## src/hw/cedt_pkg.sv

```systemverilog
/*
  package for the can error, diagnostic and time stamp block: register map, field layout, reset values,
  field codes and timing constants.
  assumes a 20 mhz module clock and a 32-bit axi4-lite register bus.
*/
package cedt_pkg;

  // ----------------------------------------------------------------
  // register map (byte addresses)
  // ----------------------------------------------------------------
  localparam logic [7:0] CEDT_ADDR_ERROR_COUNT   = 8'h00;
  localparam logic [7:0] CEDT_ADDR_ERROR_DIAG    = 8'h04;
  localparam logic [7:0] CEDT_ADDR_TIMESTAMP     = 8'h08;
  localparam logic [7:0] CEDT_ADDR_GLOBAL_CONFIG = 8'h0c;
  localparam logic [7:0] CEDT_ADDR_BIT_TIMING    = 8'h10;
  localparam logic [7:0] CEDT_ADDR_STATUS        = 8'h14;
  localparam logic [7:0] CEDT_ADDR_STAMP_BASE    = 8'h40;

  // ----------------------------------------------------------------
  // field positions
  // ----------------------------------------------------------------
  localparam int CEDT_EC_REC_LSB    = 8;
  localparam int CEDT_DG_FIELD_LSB  = 0;
  localparam int CEDT_DG_BIT_LSB    = 4;
  localparam int CEDT_DG_TXE_POS    = 10;
  localparam int CEDT_DG_STUFF_POS  = 11;
  localparam int CEDT_DG_CRC_POS    = 12;
  localparam int CEDT_DG_MON_POS    = 13;
  localparam int CEDT_DG_DRIVE_POS  = 14;
  localparam int CEDT_GC_ENABLE_POS = 0;
  localparam int CEDT_GC_TSCLR_POS  = 1;
  localparam int CEDT_GC_TXPOL_POS  = 2;
  localparam int CEDT_GC_RXPOL_POS  = 3;
  localparam int CEDT_GC_EIEN_POS   = 4;
  localparam int CEDT_ST_EPEND_POS  = 0;
  localparam int CEDT_ST_BUSY_POS   = 1;

  // ----------------------------------------------------------------
  // reset values
  // ----------------------------------------------------------------
  localparam logic [15:0] CEDT_RST_ERROR_COUNT = 16'h0000;
  localparam logic [15:0] CEDT_RST_ERROR_DIAG  = 16'h0000;
  localparam logic [15:0] CEDT_RST_TIMESTAMP   = 16'h0000;
  localparam logic [4:0]  CEDT_RST_GLOBAL_CFG  = 5'h00;
  localparam logic [5:0]  CEDT_RST_PRESCALER   = 6'h00;
  localparam logic [3:0]  CEDT_RST_SEG1        = 4'h1;
  localparam logic [2:0]  CEDT_RST_SEG2        = 3'h0;

  // ----------------------------------------------------------------
  // timing: post-frame work in module clocks
  // ----------------------------------------------------------------
  localparam logic [5:0] CEDT_CYC_COPY     = 6'h11; // hidden buffer copy, 17
  localparam logic [5:0] CEDT_CYC_REPLY    = 6'h03; // auto-reply status update, 3
  localparam logic [5:0] CEDT_CYC_SCHEDULE = 6'h02; // transmit scheduling, 2
  localparam logic [5:0] CEDT_PSC_MIN      = 6'h02; // prescaler floor
  localparam int         CEDT_NUM_BUF      = 15;

  // error field codes in hardware order
  typedef enum logic [3:0] {
    CEDT_F_ERROR, CEDT_F_ERROR_DEL, CEDT_F_ERROR_ECHO, CEDT_F_BUS_IDLE,
    CEDT_F_ACK, CEDT_F_EOF, CEDT_F_INTERMISSION, CEDT_F_SUSPEND,
    CEDT_F_SOF, CEDT_F_ARBITRATION, CEDT_F_IDE, CEDT_F_EXT_ARB,
    CEDT_F_R1R0, CEDT_F_DLC, CEDT_F_DATA, CEDT_F_CRC
  } cedt_field_t;

  // error event reported by the protocol engine
  typedef struct packed {
    logic tx_err;   // error counted against the transmitter
    logic rx_err;   // error counted against the receiver
    logic severe;   // counts 8 rather than 1
    logic stuff;
    logic crc;
  } cedt_err_t;

  // diagnostic snapshot layout
  typedef struct packed {
    logic        rsvd;
    logic        drive;
    logic        sampled_rx_level;
    logic        crc;
    logic        stuff;
    logic        was_transmitter;
    logic [5:0]  error_bit_index;
    cedt_field_t error_field_code;
  } cedt_diag_t;

endpackage : cedt_pkg

```

## src/hw/cedt_can_error_diag_timestamp.sv

```systemverilog
/*
  can error counters, error diagnostic capture, bit time stamp counter, bit timing and post-frame
  processing budget, with an axi4-lite register slave.
  assumes a bit-level protocol engine outside drives the field, bit and event strobes, all synchronous
  to ref_clk, and an external transceiver on the bus pins.
*/
module cedt_can_error_diag_timestamp
  import cedt_pkg::*;
#(
  parameter int NUM_BUF = CEDT_NUM_BUF
) (
  input  wire logic                ref_clk,
  input  wire logic                reset_n,
  // axi4-lite slave
  input  wire logic [7:0]          s_axi_awaddr,
  input  wire logic                s_axi_awvalid,
  output logic                     s_axi_awready,
  input  wire logic [31:0]         s_axi_wdata,
  input  wire logic [3:0]          s_axi_wstrb,
  input  wire logic                s_axi_wvalid,
  output logic                     s_axi_wready,
  output logic [1:0]               s_axi_bresp,
  output logic                     s_axi_bvalid,
  input  wire logic                s_axi_bready,
  input  wire logic [7:0]          s_axi_araddr,
  input  wire logic                s_axi_arvalid,
  output logic                     s_axi_arready,
  output logic [31:0]              s_axi_rdata,
  output logic [1:0]               s_axi_rresp,
  output logic                     s_axi_rvalid,
  input  wire logic                s_axi_rready,
  // can pins
  input  wire logic                bus_rx_pin,
  output logic                     bus_tx_pin,
  // protocol engine side
  input  wire logic                tx_bit,
  input  wire logic                transmitting,
  input  wire logic                in_ack_slot,
  input  wire logic                in_error_flag,
  input  wire logic                field_start,
  input  wire cedt_field_t         field_code,
  input  wire logic [5:0]          field_len,
  input  wire cedt_err_t           err_event,
  input  wire logic                tx_success,
  input  wire logic                rx_success,
  input  wire logic                frame_done,
  input  wire logic [3:0]          frame_buf,
  input  wire logic                remote_rx,
  input  wire logic [NUM_BUF-1:0]  reply_armed,
  output logic                     rx_level,
  output logic                     bit_tick,
  output logic [NUM_BUF-1:0]       reply_once_set,
  output logic                     sched_strobe,
  output logic                     post_busy,
  output logic                     error_irq
);

  // ----------------------------------------------------------------
  // registers
  // ----------------------------------------------------------------
  logic [7:0]  rec_r, tec_r;
  cedt_diag_t  diag_r;
  logic [5:0]  bit_idx_r;
  logic [15:0] ts_r;
  logic [4:0]  gcfg_r;
  logic [5:0]  psc_r;
  logic [3:0]  seg1_r;
  logic [2:0]  seg2_r;
  logic        epend_r;
  logic [15:0] stamp_r [NUM_BUF];
  logic        clr_epend;

  // ----------------------------------------------------------------
  // pins: polarity and enable gating
  // ----------------------------------------------------------------
  wire enabled = gcfg_r[CEDT_GC_ENABLE_POS];
  wire rx_in   = enabled ? (bus_rx_pin ^ gcfg_r[CEDT_GC_RXPOL_POS]) : 1'b1;
  // a receiver only drives dominant in the ack slot or an active error flag
  wire drive   = enabled & (transmitting | in_ack_slot | in_error_flag) ? tx_bit : 1'b1;

  // registered pin drive and receive level
  always_ff @(posedge ref_clk or negedge reset_n) begin
    if (!reset_n) begin
      bus_tx_pin <= 1'b1;
      rx_level   <= 1'b1;
    end else begin
      bus_tx_pin <= drive ^ gcfg_r[CEDT_GC_TXPOL_POS];
      rx_level   <= rx_in;
    end
  end

  // ----------------------------------------------------------------
  // bit timing: sync + seg1 + seg2 quanta of prescaler clocks
  // ----------------------------------------------------------------
  logic [6:0] psc_cnt_r;
  logic [4:0] tq_cnt_r;
  // one bit wider so the largest prescaler setting does not wrap
  wire  [6:0] psc_eff = {1'b0, psc_r} + {1'b0, CEDT_PSC_MIN};
  wire  [4:0] tq_bit  = 5'd1 + {1'b0, seg1_r} + 5'd1 + {2'b0, seg2_r} + 5'd1;
  wire        tq_end  = (psc_cnt_r == psc_eff - 7'd1);

  // quantum and bit counters
  always_ff @(posedge ref_clk or negedge reset_n) begin
    if (!reset_n) begin
      psc_cnt_r <= 7'h00;
      tq_cnt_r  <= 5'h00;
      bit_tick  <= 1'b0;
    end else if (!enabled) begin
      psc_cnt_r <= 7'h00;
      tq_cnt_r  <= 5'h00;
      bit_tick  <= 1'b0;
    end else begin
      psc_cnt_r <= tq_end ? 7'h00 : psc_cnt_r + 7'd1;
      bit_tick  <= tq_end && (tq_cnt_r == tq_bit - 5'd1);
      if (tq_end) begin
        tq_cnt_r <= (tq_cnt_r == tq_bit - 5'd1) ? 5'h00 : tq_cnt_r + 5'd1;
      end
    end
  end

  // ----------------------------------------------------------------
  // error counters with fault confinement
  // ----------------------------------------------------------------
  wire [7:0] err_step = err_event.severe ? 8'h08 : 8'h01;
  logic [7:0] rec_nxt, tec_nxt;

  // next counter values
  always_comb begin
    rec_nxt = rec_r;
    tec_nxt = tec_r;
    if (err_event.rx_err) begin
      rec_nxt = (rec_r > 8'hff - err_step) ? 8'hff : rec_r + err_step;
    end else if (rx_success && rec_r != 8'h00) begin
      rec_nxt = (rec_r > 8'h7f) ? 8'h77 : rec_r - 8'h01;
    end
    if (err_event.tx_err) begin
      tec_nxt = (tec_r > 8'hff - err_step) ? 8'hff : tec_r + err_step;
    end else if (tx_success && tec_r != 8'h00) begin
      tec_nxt = tec_r - 8'h01;
    end
  end

  wire any_err = err_event.rx_err | err_event.tx_err | err_event.stuff | err_event.crc;

  // counters and error pending flag
  always_ff @(posedge ref_clk or negedge reset_n) begin
    if (!reset_n) begin
      rec_r   <= CEDT_RST_ERROR_COUNT[15:8];
      tec_r   <= CEDT_RST_ERROR_COUNT[7:0];
      epend_r <= 1'b0;
    end else begin
      rec_r <= rec_nxt;
      tec_r <= tec_nxt;
      if ((rec_nxt != rec_r) || (tec_nxt != tec_r)) begin
        epend_r <= 1'b1; // set wins over clear
      end else if (clr_epend) begin
        epend_r <= 1'b0;
      end
    end
  end

  // error interrupt output
  always_ff @(posedge ref_clk or negedge reset_n) begin
    if (!reset_n) begin
      error_irq <= 1'b0;
    end else begin
      error_irq <= epend_r & gcfg_r[CEDT_GC_EIEN_POS];
    end
  end

  // ----------------------------------------------------------------
  // diagnostic capture
  // ----------------------------------------------------------------
  // bit index within the current field
  always_ff @(posedge ref_clk or negedge reset_n) begin
    if (!reset_n) begin
      bit_idx_r <= 6'h00;
    end else if (field_start) begin
      bit_idx_r <= field_len - 6'd1;
    end else if (bit_tick) begin
      bit_idx_r <= bit_idx_r - 6'd1;
    end
  end

  // snapshot of the most recent error, all fields at once
  always_ff @(posedge ref_clk or negedge reset_n) begin
    if (!reset_n) begin
      diag_r <= CEDT_RST_ERROR_DIAG;
    end else if (any_err) begin
      diag_r.rsvd             <= 1'b0;
      diag_r.drive            <= bus_tx_pin;
      diag_r.sampled_rx_level <= rx_in;
      diag_r.crc              <= err_event.crc;
      diag_r.stuff            <= err_event.stuff;
      diag_r.was_transmitter  <= transmitting;
      diag_r.error_bit_index  <= bit_idx_r;
      diag_r.error_field_code <= field_code;
    end
  end

  // ----------------------------------------------------------------
  // time stamp counter and per-buffer stamps
  // ----------------------------------------------------------------
  wire good_frame = tx_success | rx_success;
  wire buf0_clear = gcfg_r[CEDT_GC_TSCLR_POS] && good_frame && (frame_buf == 4'h0);

  // free-running count of can bits
  always_ff @(posedge ref_clk or negedge reset_n) begin
    if (!reset_n) begin
      ts_r <= CEDT_RST_TIMESTAMP;
    end else if (buf0_clear) begin
      ts_r <= 16'h0000;
    end else if (bit_tick) begin
      ts_r <= ts_r + 16'd1;
    end
  end

  // stamp store, one word per buffer
  generate
    for (genvar b = 0; b < NUM_BUF; b++) begin : g_stamp
      always_ff @(posedge ref_clk or negedge reset_n) begin
        if (!reset_n) begin
          stamp_r[b] <= 16'h0000;
        end else if (good_frame && frame_buf == 4'(b)) begin
          stamp_r[b] <= ts_r;
        end
      end
    end
  endgenerate

  // ----------------------------------------------------------------
  // post-frame processing: copy, auto-reply updates, scheduling
  // ----------------------------------------------------------------
  typedef enum logic [1:0] {CEDT_P_IDLE, CEDT_P_COPY, CEDT_P_REPLY, CEDT_P_SCHED} cedt_post_t;
  cedt_post_t         post_r;
  logic [5:0]         post_cnt_r;
  logic [NUM_BUF-1:0] reply_left_r;
  logic [3:0]         reply_pick;

  // lowest pending armed buffer
  always_comb begin
    reply_pick = 4'h0;
    for (int i = NUM_BUF - 1; i >= 0; i--) begin
      if (reply_left_r[i]) begin
        reply_pick = 4'(i);
      end
    end
  end

  // sequencer with fixed cycle budgets
  always_ff @(posedge ref_clk or negedge reset_n) begin
    if (!reset_n) begin
      post_r         <= CEDT_P_IDLE;
      post_cnt_r     <= 6'h00;
      reply_left_r   <= '0;
      reply_once_set <= '0;
      sched_strobe   <= 1'b0;
      post_busy      <= 1'b0;
    end else begin
      reply_once_set <= '0;
      sched_strobe   <= 1'b0;
      case (post_r)
        CEDT_P_IDLE: begin
          if (frame_done) begin
            post_r       <= CEDT_P_COPY;
            post_cnt_r   <= CEDT_CYC_COPY - 6'd1;
            reply_left_r <= remote_rx ? reply_armed : '0;
            post_busy    <= 1'b1;
          end
        end
        CEDT_P_COPY: begin
          if (post_cnt_r != 6'h00) begin
            post_cnt_r <= post_cnt_r - 6'd1;
          end else if (reply_left_r != '0) begin
            post_r     <= CEDT_P_REPLY;
            post_cnt_r <= CEDT_CYC_REPLY - 6'd1;
          end else begin
            post_r     <= CEDT_P_SCHED;
            post_cnt_r <= CEDT_CYC_SCHEDULE - 6'd1;
          end
        end
        CEDT_P_REPLY: begin
          if (post_cnt_r != 6'h00) begin
            post_cnt_r <= post_cnt_r - 6'd1;
          end else begin
            reply_once_set[reply_pick] <= 1'b1; // armed to replied-once
            reply_left_r[reply_pick]   <= 1'b0;
            if ((reply_left_r & ~(NUM_BUF'(1) << reply_pick)) != '0) begin
              post_cnt_r <= CEDT_CYC_REPLY - 6'd1;
            end else begin
              post_r     <= CEDT_P_SCHED;
              post_cnt_r <= CEDT_CYC_SCHEDULE - 6'd1;
            end
          end
        end
        CEDT_P_SCHED: begin
          if (post_cnt_r != 6'h00) begin
            post_cnt_r <= post_cnt_r - 6'd1;
          end else begin
            sched_strobe <= 1'b1; // done 19 to 64 clocks after frame_done is taken, 64 with all 15 buffers replying
            post_busy    <= 1'b0;
            post_r       <= CEDT_P_IDLE;
          end
        end
        default: post_r <= CEDT_P_IDLE;
      endcase
    end
  end

  // ----------------------------------------------------------------
  // axi4-lite slave
  // ----------------------------------------------------------------
  logic       aw_have_r, w_have_r;
  logic [7:0] aw_addr_r;
  logic [31:0] w_data_r;
  logic [3:0] w_strb_r;
  wire        do_write  = aw_have_r & w_have_r & ~s_axi_bvalid;
  assign      clr_epend = do_write && aw_addr_r == CEDT_ADDR_STATUS && w_strb_r[0] && w_data_r[CEDT_ST_EPEND_POS];
  wire        wr_ok     = aw_addr_r == CEDT_ADDR_GLOBAL_CONFIG || aw_addr_r == CEDT_ADDR_BIT_TIMING
                          || aw_addr_r == CEDT_ADDR_STATUS;

  // write address and data capture, response
  always_ff @(posedge ref_clk or negedge reset_n) begin
    if (!reset_n) begin
      aw_have_r     <= 1'b0;
      w_have_r      <= 1'b0;
      aw_addr_r     <= 8'h00;
      w_data_r      <= 32'h0000_0000;
      w_strb_r      <= 4'h0;
      s_axi_awready <= 1'b0;
      s_axi_wready  <= 1'b0;
      s_axi_bvalid  <= 1'b0;
      s_axi_bresp   <= 2'b00;
    end else begin
      s_axi_awready <= ~aw_have_r & ~s_axi_awready & ~s_axi_bvalid;
      s_axi_wready  <= ~w_have_r & ~s_axi_wready & ~s_axi_bvalid;
      if (s_axi_awvalid && s_axi_awready) begin
        aw_have_r <= 1'b1;
        aw_addr_r <= s_axi_awaddr;
      end
      if (s_axi_wvalid && s_axi_wready) begin
        w_have_r <= 1'b1;
        w_data_r <= s_axi_wdata;
        w_strb_r <= s_axi_wstrb;
      end
      if (do_write) begin
        aw_have_r    <= 1'b0;
        w_have_r     <= 1'b0;
        s_axi_bvalid <= 1'b1;
        s_axi_bresp  <= wr_ok ? 2'b00 : 2'b10; // slverr on read-only or unmapped
      end else if (s_axi_bvalid && s_axi_bready) begin
        s_axi_bvalid <= 1'b0;
      end
    end
  end

  // configuration registers, held across disable
  always_ff @(posedge ref_clk or negedge reset_n) begin
    if (!reset_n) begin
      gcfg_r <= CEDT_RST_GLOBAL_CFG;
      psc_r  <= CEDT_RST_PRESCALER;
      seg1_r <= CEDT_RST_SEG1;
      seg2_r <= CEDT_RST_SEG2;
    end else if (do_write && w_strb_r[0]) begin
      if (aw_addr_r == CEDT_ADDR_GLOBAL_CONFIG) begin
        gcfg_r <= w_data_r[4:0];
      end
      if (aw_addr_r == CEDT_ADDR_BIT_TIMING) begin
        psc_r  <= w_data_r[5:0];
        seg1_r <= w_data_r[11:8];
        seg2_r <= w_data_r[14:12];
      end
    end
  end

  // read mux
  logic [31:0] rd_word;
  logic        rd_ok;
  always_comb begin
    rd_word = 32'h0000_0000;
    rd_ok   = 1'b1;
    if (s_axi_araddr >= CEDT_ADDR_STAMP_BASE && s_axi_araddr[1:0] == 2'b00
        && s_axi_araddr < CEDT_ADDR_STAMP_BASE + 8'(4 * NUM_BUF)) begin
      rd_word[15:0] = stamp_r[4'((s_axi_araddr - CEDT_ADDR_STAMP_BASE) >> 2)];
    end else begin
      case (s_axi_araddr)
        CEDT_ADDR_ERROR_COUNT:   rd_word[15:0] = {rec_r, tec_r};
        CEDT_ADDR_ERROR_DIAG:    rd_word[15:0] = diag_r;
        CEDT_ADDR_TIMESTAMP:     rd_word[15:0] = ts_r;
        CEDT_ADDR_GLOBAL_CONFIG: rd_word[4:0]  = gcfg_r;
        CEDT_ADDR_BIT_TIMING:    rd_word[14:0] = {seg2_r, seg1_r, 2'b00, psc_r};
        CEDT_ADDR_STATUS:        rd_word[1:0]  = {post_busy, epend_r};
        default:                 rd_ok         = 1'b0;
      endcase
    end
  end

  // read channel
  always_ff @(posedge ref_clk or negedge reset_n) begin
    if (!reset_n) begin
      s_axi_arready <= 1'b0;
      s_axi_rvalid  <= 1'b0;
      s_axi_rdata   <= 32'h0000_0000;
      s_axi_rresp   <= 2'b00;
    end else begin
      s_axi_arready <= ~s_axi_arready & ~s_axi_rvalid & s_axi_arvalid;
      if (s_axi_arvalid && s_axi_arready) begin
        s_axi_rvalid <= 1'b1;
        s_axi_rdata  <= rd_word;
        s_axi_rresp  <= rd_ok ? 2'b00 : 2'b10;
      end else if (s_axi_rvalid && s_axi_rready) begin
        s_axi_rvalid <= 1'b0;
      end
    end
  end

endmodule : cedt_can_error_diag_timestamp

```

## config.mk

```make
export PLATFORM = sky130hd
export DESIGN_NAME = cedt_can_error_diag_timestamp
export DESIGN_NICKNAME = d
export VERILOG_FILES = /design/src/hw/cedt_pkg.sv /design/src/hw/cedt_can_error_diag_timestamp.sv
export SDC_FILE = /design/constraint.sdc
export NUM_CORES = 1
export LEC_CHECK = 0
export BUFFER_PORTS_ARGS = -buffer_cell sky130_fd_sc_hd__buf_2
export CAP_MARGIN = 20
export CORE_MARGIN = 2
export CORE_UTILIZATION = 55
export CTS_CLUSTER_SIZE = 12
export DETAILED_ROUTE_END_ITERATION = 7
export PLACE_DENSITY = 0.73
export SYNTH_ARGS = -nofsm -noshare
export SYNTH_HDL_FRONTEND = slang
export SYNTH_SLANG_ARGS = --single-unit
export TNS_END_PERCENT = 100
```

## constraint.sdc

```tcl
create_clock -name ref_clk -period 6.1 [get_ports ref_clk]
set_input_delay 1.22 -clock ref_clk [delete_from_list [all_inputs] [get_ports ref_clk]]
set_output_delay 1.22 -clock ref_clk [all_outputs]
set_load 0.1 [all_outputs]
```

* Word level (Yosys, flattened, before mapping)
Index checks and enable logic that the tools add are counted.
Operators by class: $add $sub $neg 19, $lt $le $gt $ge 8, equal/unequal tests 36, shift-type cells 1, muxes and demuxes 84, bitwise gates (word level) 30, reduce and logical (&&, ||, !) cells 60
Operators with widths (count):
- 2-to-1 mux 16 bit | 5
- 2-to-1 mux 15 bit | 5
- binary-select mux 16 bit (select 4 bit) | 1
- 2-to-1 mux 4 bit | 16
- 2-to-1 mux 8 bit | 7
- case mux 10 bit (4 select lines) | 1
- 2-to-1 mux 6 bit | 6
- equality test 8 x 5 -> 1 bit, second input constant | 4
- logical AND 1 bit | 32
- AND 15 bit | 2
- NOT 15 bit | 2
- case mux 15 bit (2 select lines) | 1
- nonzero test 15 bit | 2
- equality test 4 bit, second input constant | 7
- equality test 8 x 4 -> 1 bit, second input constant | 3
- case mux 6 bit (4 select lines) | 1
- subtractor 6 x 1 -> 6 bit, second input constant | 4
- 2-to-1 mux 1 bit | 21
- 2-to-1 mux 2 bit | 9
- nonzero test 2 bit | 9
- adder 16 x 1 -> 16 bit, second input constant | 1
- adder 8 x 4 -> 8 bit | 2
- equality test 4 x 3 -> 1 bit, second input constant | 4
- > comparator 8 bit | 2
- 48 further kinds | 91
Word-level totals: flip-flop bits (word level) 419, output and inout bits 62

* Longest topological paths before layout
depth in word-level cells 23, depth in mapped cells 13, mapped depth without buffers 13

* Worst setup path after synthesis
Ideal clock, no wire load.
path type input to register, start point input port s_axi_araddr[2], end point register s_axi_rdata[6], arrival 3.231 ns, required time 5.974 ns, path slack 2.743 ns, stages 6, buffers on the path 2, path through clkbuf_1 buf_1 mux4_2 mux4_2 a221oi_1 nor2_1
Between the ends: word-level cells in the longest chain between the ends 6, elaborated cells between the ends (all ways) 15
Ends and longest elaborated chain:
- from (decl) | RTL line cedt_can_error_diag_timestamp.sv:25 | input wire logic [7:0] s_axi_araddr,
- subtractor 6 x 1 -> 6 bit | RTL line cedt_can_error_diag_timestamp.sv:384 | rd_word[15:0] = stamp_r[4'((s_axi_araddr - CEDT_ADDR_STAMP_BASE) >> 2)];
- NOT 4 -> 5 bit (not written as such) | RTL line cedt_can_error_diag_timestamp.sv:384
- binary-select mux 16 bit (select 4 bit) | RTL line cedt_can_error_diag_timestamp.sv:384
- 2-to-1 mux 16 bit (not written as such) (2 in series) | RTL line cedt_can_error_diag_timestamp.sv:384
- 2-to-1 mux 16 bit (*) | RTL line cedt_can_error_diag_timestamp.sv:382 | if (s_axi_araddr >= CEDT_ADDR_STAMP_BASE && s_axi_araddr[1:0] == 2'b00
- to (signal assigned) | RTL line cedt_can_error_diag_timestamp.sv:409 | s_axi_rdata <= rd_word;
- to (decl) | RTL line cedt_can_error_diag_timestamp.sv:28 | output logic [31:0] s_axi_rdata,
Mark *: on every way between the ends. The rest lies on a longest branch, timed or not. The select of a mux whose other input is x is not followed. A chain may end at the register's enable or synchronous reset.

* Worst setup path in the final report
start point input port s_axi_araddr[2], end point register s_axi_rdata[7]
The elaborated chain is that of the path after synthesis.

==> results.py <==
metrics = {
    "outcome": {
        "status": "finished clean",
    },
    "timing": {
        "worstMarginPinSlew_ns": 1.12,
        "skew_ns": 0.0211,
        "relSlewSlack_pct": 25.2,
        "rsz0062_at_grt": "false",
        "holdWs_ns": 0.466,
        "layout_min_cycle_time_ns": 3.64,
        "hold_viol": 0,
        "finalSetupTns_ns": 0,
        "post-route-period-util_pct": 59.7,
        "setup_violations": 0,
        "slew_violations": 0,
        "timing.fmax_ghz": 0.275,
    },
    "layout": {
        "final_nets": 1913,
        "fill_cells": 2894,
        "layout.cells.non_filler": 2288,
        "drive_above_1_share_pct": 33.0,
        "diodes": 0,
        "areaGrowthSynthToFinish_pct": 11.2,
        "mostFrequentLayoutCells": "dfrtp_1, mux2_2, buf_2",
        "final_common_cell": "dfrtp_1",
        "post-route-util_pct": 61.6,
    },
    "worst_setup_path": {
        "path_delay_family": "buffers and inverters",
        "cp-start-kind": "primary input",
        "path_cells": "buf_4 > buf_4 > mux4_2 > mux4_2 > a221oi_1 > nor2_1",
        "critPathMaxFanout": 42,
        "slowest_delay_ns": 0.60,
        "crit_type": "in -> reg",
        "crit_buf_inv": 2,
        "cp.required_ns": 6.54,
        "cp_slowest_cell": "buf_4",
        "end_kind": "flip-flop",
        "cp_data_arrival_time_ns": 4.08,
    },
    "clocking": {
        "clock_sinks": 415,
        "cts_root_buffer": "clkbuf_16",
        "postCtsHoldBufs": 0,
        "clk_latency_ns": 0.58,
        "htree_levels": 2,
        "clk_path_buf_depth": 3,
        "cts_made_buffers": 44,
        "clk_pin_slew_ns": 0.06,
        "cts_tree": "done",
        "post_cts_buffers": 0,
        "ctsResizeCount": 0,
    },
    "yosys": {
        "synth_edf_count": 0,
        "ys_seq_area_share_pct": 50.2,
        "synth_top_family_by_area": "multiplexers",
        "post_synth_fa_ha_maj_area_fraction_pct": 1.79,
        "yosys.area_share.xor_xnor_pct": 2.29,
        "syn-cell-area_um2": 20700,
        "async_reset_ff_share_pct": 100,
        "synth-seq-cells": 415,
        "synth_compound_gate_area_share_pct": 7.94,
        "synth_cells": 1705,
        "ys.flop_type": "dfrtp_1",
        "yosysWarnings": 0,
        "synth.area.mux_share_pct": 24.9,
        "synth.avg_cell_area_um2": 12.1,
        "synth_cell_types": 81,
        "synth-simple-area-share_pct": 9.14,
    },
    "route": {
        "antenna_left": 0,
        "first_pass_iters": 7,
        "drcViolationCount": 0,
        "first_iter_violations": 888,
        "wl_per_cell_um": 21.7,
        "via_per_inst": 6.05,
        "num_vias": 13800,
        "routed_wl_mm": 49.7,
    },
    "grt": {
        "grt_usage_pct": 26.1,
        "gr-total-overflow": 0,
        "grt_pass1_vias": 14000,
        "grt_pass1_wl_mm": 78.6,
        "grt_start_max_net_pins": 156,
        "antenna_found_initial": 0,
    },
    "floorplan": {
        "dieArea_um2": 39200,
        "core_um2": 37300,
        "io_pins": 165,
        "die_w_um": 198,
        "fp.dieH_um": 198,
        "initial_core_util_pct": 55.4,
        "rows": 71,
    },
    "placed_design": {
        "place_inst": 2208,
        "gp_congestion": 0.945,
        "io_buffers": 124,
        "hpwl_mm": 32.9,
    },
    "power": {
        "powerDensity_nw_per_um2": 383,
        "leakagePower_nw": 8.93,
        "vdd_ir_drop_max_v": 0.000254,
    },
    "flow_run": {
        "max-cap-violations": 0,
    },
    "hold_path": {
        "hold_path_class": "reg -> reg",
    },
}
==> registers in the layout, summed over array words and instances (netlist names), 13 cells and up <==
signal / flops
stamp_r: 240
s_axi_rdata: 16
ts_r: 16
diag_r: 15
reply_left_r: 15
reply_once_set: 15
w_data_r: 13
==> kinds of logic after synthesis <==
logic type	Yosys count
compound gates	248
mux	394
simple gates	388
other cells	1
flops	415
fa+ha+maj	29
buf+inv	176
xor+xnor	54
==> stage by stage <==
step / setup slack, ns / instance area (um2) / power (mW)
4_1_cts: 2.46 / 23000 / 8.85
2_1_floorplan: 2.74 / 20700 / 5.58
5_1_grt: 2.24 / 23000 / 9.28
6_report: 2.46 / 23000 / 8.80
3_3_place_gp: 1.89 / 21600 / 6.13
3_5_place_dp: 1.88 / 21600 / 6.19
==> Yosys cell counts, types with 13 or more instances <==
cell type / number / area [um2]
a21oi_1: 44 / 220
a221oi_1: 15 / 131
buf_1: 14 / 52.6
buf_4: 20 / 150
clkbuf_1: 90 / 338
dfrtp_1: 412 / 10300
ha_1: 28 / 350
inv_1: 38 / 143
mux2_2: 291 / 3280
mux2i_1: 36 / 360
mux4_2: 67 / 1510
nand2_1: 116 / 435
nand2b_1: 15 / 93.8
nand3_1: 31 / 155
nand4_1: 13 / 81.3
nor2_1: 113 / 424
nor3_1: 25 / 125
o21ai_0: 86 / 430
xnor2_1: 27 / 236
xor2_1: 27 / 236
==> routing by layer <==
metal	track usage, %	vias to the layer above	wire length (um)	share of wire (%)
met1	34.6	7029	21000	42
met3	3.99	108	2500	5.0
met2	43.2	409	24300	49
met5	0	-	0	0
li1	-	6303	-	-
met4	10.9	0	1860	3.7
==> final cells by class <==
class,instances,area [um2],share of cell area (%)
multi-input cells,1131,9600,41.7
clock inverters,8,97.6,0.424
clock buffers,71,1310,5.71
flip-flops and latches,415,10400,45.2
repair buffers,151,863,3.75
well taps,474,593,2.58
inverters,38,143,0.620
==> report_power, final <==
part / switching [mW] / internal, mW / total [mW] / leakage, nW
Combinational: 1.40 / 1.02 / 2.42 / 3.79
Sequential: 0.507 / 3.26 / 3.76 / 4.46
Clock: 1.10 / 1.52 / 2.62 / 0.687
Total: 3.01 / 5.79 / 8.80 / 8.93
==> worst register-to-register path, delay by kind of cell (launching register included) <==
| kind | cells | cell delay [ns] |
|---|---|---|
| adder cells (fa/ha/maj) | 1 | 0.38 |
| flip-flops | 1 | 0.49 |
| AO/OA/AOI/OAI | 3 | 1.17 |
| AND/OR/NAND/NOR | 5 | 0.75 |
==> worst paths after layout <==
check,depth (start not counted),startpoint,to,slack [ns]
min in group asynchronous,1,reset_n,reply_left_r[11]$_DFFE_PN0P_,0.68
min reg2reg,1,s_axi_rvalid$_DFFE_PN0P_,s_axi_arready$_DFF_PN0_,0.47
max reg2reg,9,tec_r[3]$_DFF_PN0_,epend_r$_DFFE_PN0P_,3.17
max,6,s_axi_araddr[2],s_axi_rdata[7]$_DFFE_PN0P_,2.46
min,1,s_axi_rvalid$_DFFE_PN0P_,s_axi_arready$_DFF_PN0_,0.47
max in group asynchronous,2,reset_n,stamp_r[81]$_DFFE_PN0P_,4.07
Note: power is estimated with default switching activity, not from simulation.
